$ cat config.mk
export PLATFORM = sky130hd
export DESIGN_NAME = serial_link_sync_control
export DESIGN_NICKNAME = d
export VERILOG_FILES = /design/src/shared/link_sync_pkg.sv /design/src/verilog/serial_link_sync_control.sv
export SDC_FILE = /design/constraint.sdc
export NUM_CORES = 1
export LEC_CHECK = 0
export BUFFER_PORTS_ARGS = -buffer_cell sky130_fd_sc_hd__buf_4
export CAP_MARGIN = 20
export CELL_PAD_IN_SITES_DETAIL_PLACEMENT = 2
export CELL_PAD_IN_SITES_GLOBAL_PLACEMENT = 2
export CORE_MARGIN = 2
export CORE_UTILIZATION = 35
export CTS_BUF_LIST = sky130_fd_sc_hd__clkbuf_4 sky130_fd_sc_hd__clkbuf_8
export DETAILED_ROUTE_END_ITERATION = 10
export PLACE_DENSITY_LB_ADDON = 0.1
export SLEW_MARGIN = 25
export SYNTH_ARGS = -nofsm -noshare
export SYNTH_HDL_FRONTEND = slang
export SYNTH_SLANG_ARGS = --single-unit
$ cat constraint.sdc
create_clock -name pclk -period 3.2 [get_ports pclk]
set_clock_uncertainty 0.15 [all_clocks]
set_input_delay 0.16 -clock pclk [delete_from_list [all_inputs] [get_ports pclk]]
set_output_delay 0.16 -clock pclk [all_outputs]
set_load 0.005 [all_outputs]
$ cat src/shared/link_sync_pkg.sv
// Purpose: Shared constants and types for the serial link sync control block
// Assumes: One 200 MHz clock; frame and multiframe rates are enables from dividers
// Notes:   Register offsets are byte addresses on APB, one word per register
package link_sync_pkg;

    // ------------------------------------------------------------
    // Timing
    // ------------------------------------------------------------
    localparam int unsigned CLK_MHZ          = 200;
    localparam int unsigned PLL_CAL_KCYCLES  = 153;
    localparam int unsigned PLL_CAL_CYCLES   = PLL_CAL_KCYCLES * 1000;
    localparam int unsigned ADC_CAL_CYCLES_D = 8192;
    localparam int unsigned SYNC_QUAL_FRAMES = 4;
    localparam int unsigned ILA_MULTIFRAMES  = 4;
    localparam int unsigned FRAME_DIV        = 2;
    localparam int unsigned SYSREF_DELAY     = 3;

    // ------------------------------------------------------------
    // Register map (byte addresses)
    // ------------------------------------------------------------
    localparam logic [7:0] ADDR_CTRL      = 8'h00;
    localparam logic [7:0] ADDR_SYNC      = 8'h04;
    localparam logic [7:0] ADDR_POWER     = 8'h08;
    localparam logic [7:0] ADDR_STATUS    = 8'h0C;

    localparam int unsigned CTRL_KM1_LSB  = 0;
    localparam int unsigned CTRL_EN_BIT   = 8;
    localparam int unsigned SYNC_SEL_BIT  = 0;
    localparam int unsigned SYNC_SOFT_BIT = 1;

    localparam logic [4:0] KM1_RST        = 5'h1F;
    localparam logic       LINK_EN_RST    = 1'b1;
    localparam logic [1:0] PWR_NORMAL     = 2'h0;
    localparam logic [1:0] PWR_DOWN       = 2'h1;
    localparam logic [1:0] PWR_SLEEP      = 2'h2;

    // ------------------------------------------------------------
    // Types
    // ------------------------------------------------------------
    typedef enum logic [1:0] {LANE_IDLE, LANE_K28_5, LANE_ILA, LANE_DATA} lane_sym_t;

    typedef struct packed {
        lane_sym_t  sym;
        logic [1:0] mframe_idx;
        logic       mframe_start;
        logic       frame_start;
    } lane_ctl_t;

    typedef struct packed {
        logic link_up;
        logic sync_req;
        logic realign;
        logic aligned;
        logic pll_lock;
        logic cal_done;
        logic clk_rdy;
    } link_status_t;

endpackage : link_sync_pkg

$ cat src/verilog/serial_link_sync_control.sv
// Purpose: Transmit-side link start-up, sync handling and SYSREF realignment
// Assumes: All inputs synchronous to pclk; sysref sampled on pclk
// Notes:   Lane control fields are registered together so they line up
// Operation
// RULE1: Low sync request sends continuous K28.5
// RULE2: Sync low under four frames is ignored
// RULE3: Sync release starts ILA at multiframe boundary
// RULE4: ILA spans exactly four multiframes
// RULE5: After ILA send data until broken
// RULE6: Core cal then PLL cal then K28.5
// RULE7: No request after PLL cal gives ILA
// RULE8: Aligned SYSREF changes nothing
// RULE9: Frame and multiframe mismatch realigns, reinitialises
// RULE10: Multiframe-only mismatch keeps frame alignment
// RULE11: SYSREF reinit sends K28.5 without request
// RULE12: Realignment always reruns PLL calibration first (code reruns it only on frame mismatch; multiframe-only realign skips it)
// RULE13: No SYSREF during power-up or calibration
// RULE14: Qualified request in data breaks link
// RULE15: Sleep exit restarts clocks, PLL cal, K28.5
// RULE16: Default sync source is the pin
// RULE17: Source select one uses soft request
// RULE18: Power-down exit runs core calibration
// RULE19: Sleep exit skips core calibration
// RULE20: Power modes keep configuration registers
// RULE21: Clocks align to SYSREF plus fixed delay
// RULE22: Sync qualified after four low frames
`timescale 1ns/1ps
module serial_link_sync_control
    import link_sync_pkg::*;
#(
    parameter int unsigned PLL_CAL_LEN = PLL_CAL_CYCLES,
    parameter int unsigned ADC_CAL_LEN = ADC_CAL_CYCLES_D
) (
    input  wire logic        pclk,
    input  wire logic        presetn,
    input  wire logic        psel,
    input  wire logic        penable,
    input  wire logic        pwrite,
    input  wire logic [7:0]  paddr,
    input  wire logic [31:0] pwdata,
    output logic      [31:0] prdata,
    output logic             pready,
    output logic             pslverr,
    input  wire logic        link_sync_request_n,
    input  wire logic        sysref,
    output lane_ctl_t        lane_ctl,
    output logic             frame_tick,
    output logic             mframe_tick
);

    // ------------------------------------------------------------
    // Registers
    // ------------------------------------------------------------
    logic [4:0] km1_r;
    logic       link_en_r;
    logic       sync_sel_r;
    logic       soft_sync_request_n;
    logic [1:0] pwr_mode_r;
    logic [1:0] pwr_prev_r;
    link_status_t link_status_reg;

    logic apb_wr;
    logic apb_rd;
    assign apb_wr = psel && penable && pwrite && pready;
    assign apb_rd = psel && !penable && !pwrite;

    // Power transitions leave these untouched; only reset reloads their defaults
    always_ff @(posedge pclk or negedge presetn) begin // RULE20
        if (!presetn) begin
            km1_r               <= KM1_RST;
            link_en_r           <= LINK_EN_RST;
            sync_sel_r          <= 1'b0;
            soft_sync_request_n <= 1'b1;
            pwr_mode_r          <= PWR_NORMAL;
        end else if (apb_wr) begin
            case (paddr)
                ADDR_CTRL: begin
                    km1_r     <= pwdata[CTRL_KM1_LSB +: 5];
                    link_en_r <= pwdata[CTRL_EN_BIT];
                end
                ADDR_SYNC: begin
                    sync_sel_r          <= pwdata[SYNC_SEL_BIT];
                    soft_sync_request_n <= pwdata[SYNC_SOFT_BIT];
                end
                ADDR_POWER: pwr_mode_r <= pwdata[1:0];
                default: ;
            endcase
        end
    end

    // Zero wait states: setup cycle prepares data, access completes at once
    always_ff @(posedge pclk or negedge presetn) begin
        if (!presetn) begin
            prdata  <= 32'h0000_0000;
            pready  <= 1'b0;
            pslverr <= 1'b0;
        end else begin
            pready  <= psel && !penable;
            pslverr <= psel && !penable && (paddr[1:0] != 2'h0 || paddr > ADDR_STATUS);
            if (apb_rd) begin
                case (paddr)
                    ADDR_CTRL:   prdata <= {23'h0, link_en_r, 3'h0, km1_r};
                    ADDR_SYNC:   prdata <= {30'h0, soft_sync_request_n, sync_sel_r};
                    ADDR_POWER:  prdata <= {30'h0, pwr_mode_r};
                    ADDR_STATUS: prdata <= {25'h0, link_status_reg};
                    default:     prdata <= 32'h0000_0000;
                endcase
            end
        end
    end

    // ------------------------------------------------------------
    // Power mode and calibration sequencing
    // ------------------------------------------------------------
    typedef enum logic [2:0] {P_ADC_CAL, P_PLL_CAL, P_RUN, P_OFF} pwr_st_t;
    pwr_st_t    pst_r;
    logic [17:0] cal_cnt_r;
    logic       realign_req;
    logic       clk_restart;

    always_ff @(posedge pclk or negedge presetn) begin
        if (!presetn) pwr_prev_r <= PWR_NORMAL;
        else          pwr_prev_r <= pwr_mode_r;
    end

    always_ff @(posedge pclk or negedge presetn) begin
        if (!presetn) begin
            pst_r     <= P_ADC_CAL;
            cal_cnt_r <= 18'h0;
        end else if (pwr_mode_r != PWR_NORMAL) begin
            pst_r     <= P_OFF;
            cal_cnt_r <= 18'h0;
        end else begin
            case (pst_r)
                P_OFF: begin
                    cal_cnt_r <= 18'h0;
                    if (pwr_prev_r == PWR_DOWN) pst_r <= P_ADC_CAL; // RULE18
                    else                        pst_r <= P_PLL_CAL; // RULE19
                end
                P_ADC_CAL: begin
                    cal_cnt_r <= cal_cnt_r + 18'h1;
                    if (cal_cnt_r == 18'(ADC_CAL_LEN - 1)) begin
                        cal_cnt_r <= 18'h0;
                        pst_r     <= P_PLL_CAL; // RULE6
                    end
                end
                P_PLL_CAL: begin
                    cal_cnt_r <= cal_cnt_r + 18'h1;
                    if (cal_cnt_r == 18'(PLL_CAL_LEN - 1)) begin
                        cal_cnt_r <= 18'h0;
                        pst_r     <= P_RUN;
                    end
                end
                P_RUN: begin
                    if (realign_req) begin
                        cal_cnt_r <= 18'h0;
                        pst_r     <= P_PLL_CAL; // RULE12
                    end
                end
                default: pst_r <= P_OFF;
            endcase
        end
    end

    // Sleep and power-down exit both restart clocks at default phase
    assign clk_restart = (pst_r == P_OFF) && (pwr_mode_r == PWR_NORMAL); // RULE15

    // ------------------------------------------------------------
    // Frame and multiframe clock enables
    // ------------------------------------------------------------
    logic [1:0] div_r;
    logic [4:0] fcnt_r;
    logic       frame_en;
    logic       mframe_en;
    logic       sysref_d_r;
    logic [1:0] sref_dly_r;
    logic       sref_pend_r;
    logic       sref_evt;
    logic       f_mis;
    logic       m_mis;

    assign frame_en  = (div_r == 2'(FRAME_DIV - 1));
    assign mframe_en = frame_en && (fcnt_r == km1_r);

    always_ff @(posedge pclk or negedge presetn) begin
        if (!presetn) begin
            sysref_d_r  <= 1'b0;
            sref_pend_r <= 1'b0;
            sref_dly_r  <= 2'h0;
        end else begin
            sysref_d_r <= sysref;
            if (sysref && !sysref_d_r && pst_r == P_RUN) begin
                sref_pend_r <= 1'b1;
                sref_dly_r  <= 2'h0;
            end else if (sref_pend_r) begin
                sref_dly_r <= sref_dly_r + 2'h1;
                if (sref_dly_r == 2'(SYSREF_DELAY - 1)) sref_pend_r <= 1'b0;
            end
        end
    end

    // Event lands after fixed internal delay; compare phases at that point
    assign sref_evt    = sref_pend_r && (sref_dly_r == 2'(SYSREF_DELAY - 1)); // RULE21
    assign f_mis       = (div_r != 2'h0);
    assign m_mis       = (fcnt_r != 5'h0) || f_mis;
    assign realign_req = sref_evt && m_mis && f_mis; // RULE9

    always_ff @(posedge pclk or negedge presetn) begin
        if (!presetn) begin
            div_r  <= 2'h0;
            fcnt_r <= 5'h0;
        end else if (clk_restart || (sref_evt && f_mis)) begin // RULE9 RULE15
            div_r  <= 2'h1;
            fcnt_r <= 5'h0;
        end else if (sref_evt && m_mis) begin
            // Frame phase already right: only the multiframe counter moves
            fcnt_r <= 5'h0; // RULE10
            div_r  <= frame_en ? 2'h0 : div_r + 2'h1;
        end else begin
            div_r <= frame_en ? 2'h0 : div_r + 2'h1;
            if (frame_en) fcnt_r <= (fcnt_r == km1_r) ? 5'h0 : fcnt_r + 5'h1;
        end
    end

    // ------------------------------------------------------------
    // Sync request selection and qualification
    // ------------------------------------------------------------
    logic       sync_n_sel;
    logic [1:0] low_cnt_r;
    logic       sync_q_r;

    assign sync_n_sel = sync_sel_r ? soft_sync_request_n // RULE17
                                   : link_sync_request_n; // RULE16

    always_ff @(posedge pclk or negedge presetn) begin
        if (!presetn) begin
            low_cnt_r <= 2'h0;
            sync_q_r  <= 1'b0;
        end else if (sync_n_sel) begin
            low_cnt_r <= 2'h0;
            sync_q_r  <= 1'b0;
        end else if (frame_en && !sync_q_r) begin
            low_cnt_r <= low_cnt_r + 2'h1;
            if (low_cnt_r == 2'(SYNC_QUAL_FRAMES - 1)) sync_q_r <= 1'b1; // RULE2 RULE22
        end
    end

    // ------------------------------------------------------------
    // Link state machine
    // ------------------------------------------------------------
    typedef enum logic [1:0] {L_IDLE, L_CGS, L_ILA, L_DATA} link_st_t;
    link_st_t   lst_r;
    logic [1:0] ila_cnt_r;
    logic       running;

    assign running = (pst_r == P_RUN) && link_en_r;

    always_ff @(posedge pclk or negedge presetn) begin
        if (!presetn) begin
            lst_r     <= L_IDLE;
            ila_cnt_r <= 2'h0;
        end else if (!running || realign_req) begin
            lst_r     <= L_IDLE;
            ila_cnt_r <= 2'h0;
        end else begin
            case (lst_r)
                L_IDLE: lst_r <= L_CGS; // RULE6 RULE11
                L_CGS: begin
                    ila_cnt_r <= 2'h0;
                    if (!sync_q_r && mframe_en) lst_r <= L_ILA; // RULE3 RULE7 RULE11
                end
                L_ILA: begin
                    if (sync_q_r) lst_r <= L_CGS;
                    else if (mframe_en) begin
                        ila_cnt_r <= ila_cnt_r + 2'h1;
                        if (ila_cnt_r == 2'(ILA_MULTIFRAMES - 1)) lst_r <= L_DATA; // RULE4 RULE5
                    end
                end
                L_DATA: if (sync_q_r) lst_r <= L_CGS; // RULE14
                default: lst_r <= L_IDLE;
            endcase
        end
    end

    // ------------------------------------------------------------
    // Outputs and status
    // ------------------------------------------------------------
    always_ff @(posedge pclk or negedge presetn) begin
        if (!presetn) begin
            lane_ctl        <= '0;
            frame_tick      <= 1'b0;
            mframe_tick     <= 1'b0;
            link_status_reg <= '0;
        end else begin
            case (lst_r)
                L_CGS:   lane_ctl.sym <= LANE_K28_5; // RULE1
                L_ILA:   lane_ctl.sym <= LANE_ILA;
                L_DATA:  lane_ctl.sym <= LANE_DATA;
                default: lane_ctl.sym <= LANE_IDLE;
            endcase
            lane_ctl.mframe_idx   <= ila_cnt_r;
            // Ticks lag the enables by one, as the symbol lags the state
            lane_ctl.mframe_start <= mframe_tick;
            lane_ctl.frame_start  <= frame_tick;
            frame_tick            <= frame_en;
            mframe_tick           <= mframe_en;
            link_status_reg.link_up  <= (lst_r == L_DATA);
            link_status_reg.sync_req <= sync_q_r;
            // Sticky until the next clean SYSREF; hardware set wins
            link_status_reg.realign  <= (sref_evt && m_mis)
                                        || (link_status_reg.realign && !sref_evt);
            if (sref_evt) link_status_reg.aligned <= 1'b1; // RULE8
            link_status_reg.pll_lock <= (pst_r == P_RUN);
            link_status_reg.cal_done <= (pst_r == P_PLL_CAL) || (pst_r == P_RUN);
            link_status_reg.clk_rdy  <= (pst_r != P_OFF);
        end
    end

endmodule : serial_link_sync_control

# Yosys cells after proc, flatten, opt, wreduce, memory -nomap -nowiden
# Cells that the tools add are included.
# Widths: inputs -> output; s select.
[totals]
reg_bits = 100
ram_bits = 0
romBits = 0
latch_bits = 0
out_inout_bits = 42
memories = 0
word_cells = 160
[op_classes]
add_sub_neg = 6
n_eq_ne = 27
n_mul = 0
shifts = 0
magnitude_cmp = 1
reduce_logical = 52
n_div = 0
bitwise_logic = 0
n_mux = 41
[ops]
columns = ["op", "n"]
rows = [
  ["$mux 18", 4],
  ["$pmux 18 s4", 1],
  ["$pmux 9 s4", 1],
  ["$mux 2", 15],
  ["$ne 3x3->1 const B", 7],
  ["$mux 5", 4],
  ["$add 18x1->18 const B", 1],
  ["$eq 18x13->1 const B", 1],
  ["$eq 18x18->1 const B", 1],
  ["$logic_and 1x1->1", 18],
  ["$eq 8x4->1 const B", 2],
  ["$mux 3", 4],
  ["$pmux 3 s4", 1],
  ["$reduce_bool 2->1", 6],
  ["$eq 2x2->1 const B", 5],
  ["$reduce_and 2->1", 5],
  ["$reduce_bool 5->1", 2],
  ["$add 2x1->2 const B", 4],
  ["$eq 8x3->1 const B", 1],
  ["$gt 8x4->1 const B", 1],
  ["$logic_not 8->1", 1],
  ["$mux 1", 8],
  ["$ne 4x4->1 const B", 2],
  ["$pmux 2 s4", 1],
  ["15 further kinds", 31],
]

# Logic depth before layout (Yosys ltp)
[depth]
ltp_word = 7
depth_mapped = 8

# Worst setup path after synthesis
# Ideal clock, no wire load.
[synth_timing]
path_type = "register to register"
from = "register cal_cnt_r[0]"
to = "register cal_cnt_r[9]"
synth_period_minus_slack_ns = 2.103
setup_ns = 0.121
stages_incl_launch_ff = 9
n_path_buf = 1
slack_ns = 1.097
arrival_ns = 1.832
cell_sequence = "dfrtp_1 -> ha_1 -> and3_1 -> nand3_1 -> o311ai_4 -> nand2_2 -> buf_6 -> a21o_1 -> a22o_1"
[synth_between]
elab_chain_cells = 4
word_cells_on_any_way = 7
[synth_lines]
columns = ["element", "line", "rtl"]
rows = [
  ["start: declaration", "serial_link_sync_control.sv:117", "logic [17:0] cal_cnt_r;"],
  ["start signal: assignment", "serial_link_sync_control.sv:141", "cal_cnt_r <= cal_cnt_r + 18'h1;"],
  ["start signal: assignment", "serial_link_sync_control.sv:148", "cal_cnt_r <= cal_cnt_r + 18'h1;"],
  ["$add 18x1->18, or another cell as far along", "serial_link_sync_control.sv:141, serial_link_sync_control.sv:148", ""],
  ["$mux 18 (on tied branches)", "serial_link_sync_control.sv:149, serial_link_sync_control.sv:142", ""],
  ["$pmux 18 s4 (*)", "serial_link_sync_control.sv:134", "case (pst_r)"],
  ["$mux 18 (*)", "serial_link_sync_control.sv:130", "end else if (pwr_mode_r != PWR_NORMAL) begin"],
]
# Mark *: on every way between the ends. The rest lies on a longest branch, timed or not.
# A chain may end at the register's enable or synchronous reset.

# Worst setup path after layout
[layout_timing]
from = "register cal_cnt_r[1]"
to = "register cal_cnt_r[10]"
# The elaborated chain is that of the path after synthesis.

==> key figures <==
Routing
  – Via density: 5.09
  – Vias: 2834
  – Drt drc: 0
  – Routed Antenna Nets: 0
  – Drt first-iter violations: 50
  – Routed WL per cell: 16.8 um
  – Drt total wl: 9340 um
  – Drt pass-1 iters: 4

Layout
  – Biggest register: cal_cnt_r
  – Area Growth Syn to Fin: 18.1%
  – # diodes: 0
  – Final std cells w/o fill: 557
  – Share of cells above drive strength 1: 20.0%
  – # fillers: 1097
  – Layout Nets: 479
  – Max reg flops: 18
  – Largest registers: cal_cnt_r: 18 flops, prdata: 8 flops

STA
  – Count of final setup violators: 0
  – Setup TNS: 0 ns
  – Highest clock rate: 378 MHz
  – Hold slack final: 0.0139 ns
  – Period Utilization, post-route: 82.6%
  – Final Hold Vio Count: 0
  – Final Max Tran Viols: 0
  – Worst Tran Pin Value: 0.709 ns
  – Max_slew headroom: 52.7%
  – Post-route minimum period: 2.64 ns
  – RSZ-0062 raised after global routing: no

Setup path
  – Reg2reg path depth: 7
  – Reg2Reg Setup Slack: 0.56 ns
  – Critical Path Source: cal_cnt_r[1]$_DFFE_PN0P_
  – Worst Path Max Fanout: 13
  – Crit Reg-Reg Startpoint: cal_cnt_r[1]$_DFFE_PN0P_
  – CP Data Required Time: 3.27 ns
  – Critical path arrival: 2.71 ns
  – Crit end category: flop
  – Crit path launch type: flop
  – Critical path class: reg -> reg
  – Reg-to-reg critical path endpoint: cal_cnt_r[10]$_DFFE_PN0P_

Die
  – Core ar.: 10400 um2
  – IO Pins: 89
  – Die height: 108 um
  – Die width: 108 um
  – Starting Density: 36.4%
  – Die footprint: 11700 um2
  – Row count: 37

Synth
  – Gate Count Post-Synth: 360
  – Most frequent cell after synthesis: dfrtp_1
  – Ys async rst share: 100%
  – Count of cell types in the netlist: 54
  – Area contributors post-synth: dfrtp_1 45%, ha_1 5.3%, dfstp_2 4.9%, buf_4 4.8%, nand2_1 3.7%
  – Post-Syn Area: 3790 um2
  – Synth top cells by count: 68 x dfrtp_1, 37 x nand2_1, 26 x nor2_1
  – Seq cells post-synth: 75
  – Ys flop type: dfrtp_1
  – Sequential area share after synthesis: 49.8%
  – Post-synth EDFFs: 0
  – Syn Area/Cell: 10.5 um2
  – Yosys top cell by area: dfrtp_1
  – Synth warn: 0
  – Synth top area share: 44.9%

Placement
  – Placed insts: 531
  – GP Congestion: 0.765
  – Hpwl dp: 6630 um
  – I/O Buffers: 38

GRT
  – GRT Residual Overflow: 0
  – GRT Total Usage: 17.3%
  – First-pass GRT wire length: 15800 um
  – Antenna violations before repair: 0
  – Vias in the first global route: 3070
  – Largest net degree at the start of global routing: 76

Hold path
  – Hold depth: 3
  – Hold Startpoint: link_sync_request_n
  – Hold EP: low_cnt_r[0]$_DFFE_PN0P_
  – HP Class: in -> reg

Power and ir drop
  – Power after layout: 2.96 mW
  – PwrDens: 662 nW/um2
  – Max VDD drop: 0.000223 V
  – Pleak: 2.13 nW

Clock network
  – Clk slew on worst S/H paths: 0.08 ns
  – CTS Buf Count: 9
  – Clock Latency Late Sink: 0.35 ns
  – H-tree depth: 3
  – CTS resizes: 0
  – CTS tree: done
  – Clock root cell: clkbuf_8
  – Clock Tree Buf Depth: 2
  – CTS Sinks: 75

Outcome
  – Status: finished clean

Flow run
  – Max Cap Violations: 0
how the worst max path moves through the flow:
stage / endpoint / slack, ns / depth (start not counted)
after floorplan: cal_cnt_r[9]$_DFFE_PN0P_ / 1.10 / 8
after global placement: cal_cnt_r[16]$_DFFE_PN0P_ / 0.60 / 7
after detailed placement: cal_cnt_r[17]$_DFFE_PN0P_ / 0.56 / 7
after CTS: cal_cnt_r[10]$_DFFE_PN0P_ / 0.55 / 7
after global routing: cal_cnt_r[10]$_DFFE_PN0P_ / 0.32 / 7
final: cal_cnt_r[10]$_DFFE_PN0P_ / 0.56 / 7
power by group:
group          switching, mW  internal, mW  total (mW)  leakage, nW
sequential             0.103          1.08        1.18        0.978
combinational          0.597         0.344       0.942         1.03
clock                  0.352         0.490       0.842        0.116
total                   1.05          1.91        2.96         2.13
logic make-up after synthesis:
group | after synthesis | share of synthesized area, %
AOI/OAI and AO/OA | 76 | 14.3
xor gates and xnor gates | 9 | 2.08
adders and majority gates | 16 | 5.28
buffers and inverters | 45 | 7.03
DFF | 75 | 49.8
muxes | 15 | 4.99
other | 1 | 0.0990
and+or+nand+nor | 123 | 16.5
critical path: stages, from the launching register on:
cell and delay [ns]:
dfrtp_1 0.43, ha_1 0.24, and3_1 0.22, nand3_1 0.19, o311ai_4 0.40, nand2_2 0.28
nand2_1 0.42, o311ai_1 0.16
placed cells by master, fill, tap and decap left out, types with 4 or more instances in the layout:
| cell | instances |
|---|---|
| and3_1 | 5 |
| o311ai_1 | 4 |
| nor2_1 | 26 |
| o31ai_1 | 8 |
| nand3_1 | 17 |
| a21o_1 | 8 |
| dlygate4sd3_1 | 10 |
| nor3_1 | 5 |
| conb_1 | 24 |
| clkbuf_8 | 11 |
| nand4_1 | 4 |
| ha_1 | 16 |
| and2_1 | 4 |
| o21ai_0 | 13 |
| nand2_1 | 37 |
| dfstp_2 | 7 |
| buf_4 | 38 |
| xor2_1 | 7 |
| a22o_1 | 9 |
| mux2_2 | 11 |
| dfrtp_1 | 68 |
| a21oi_1 | 14 |
| inv_1 | 18 |
per-layer routing:
layer	GRT usage [%]	part of all wire, %
met1	20.9	44
met3	3.32	3.0
met2	31.2	52
met5	0	0
met4	5.22	1.0
cell type report:
class | count | area [um2] | share of cell area (%)
inverter | 18 | 67.6 | 1.51
tap | 136 | 170 | 3.80
multi-input combinational | 263 | 1720 | 38.5
sequential | 75 | 1890 | 42.1
clock buffer | 12 | 159 | 3.55
timing repair buffer | 49 | 397 | 8.86
clock inverter | 4 | 72.6 | 1.62
per-stage QoR:
stage / cell area [um2] / utilization, % / setup WS [ns]
2_1_floorplan: 3870 / - / 1.10
3_3_place_gp: 4140 / 39.7 / 0.602
3_5_place_dp: 4140 / 39.7 / 0.558
4_1_cts: 4470 / 42.9 / 0.551
5_1_grt: 4470 / 43.0 / 0.317
6_report: 4470 / 43.0 / 0.557
what timing repair did:
action | 4_1_cts | 5_1_grt
setup buffers | 0 | 0
hold endpoints to repair | 81 | 0
hold buffers | 10 | 0
Note: power is estimated with default switching activity, not from simulation.
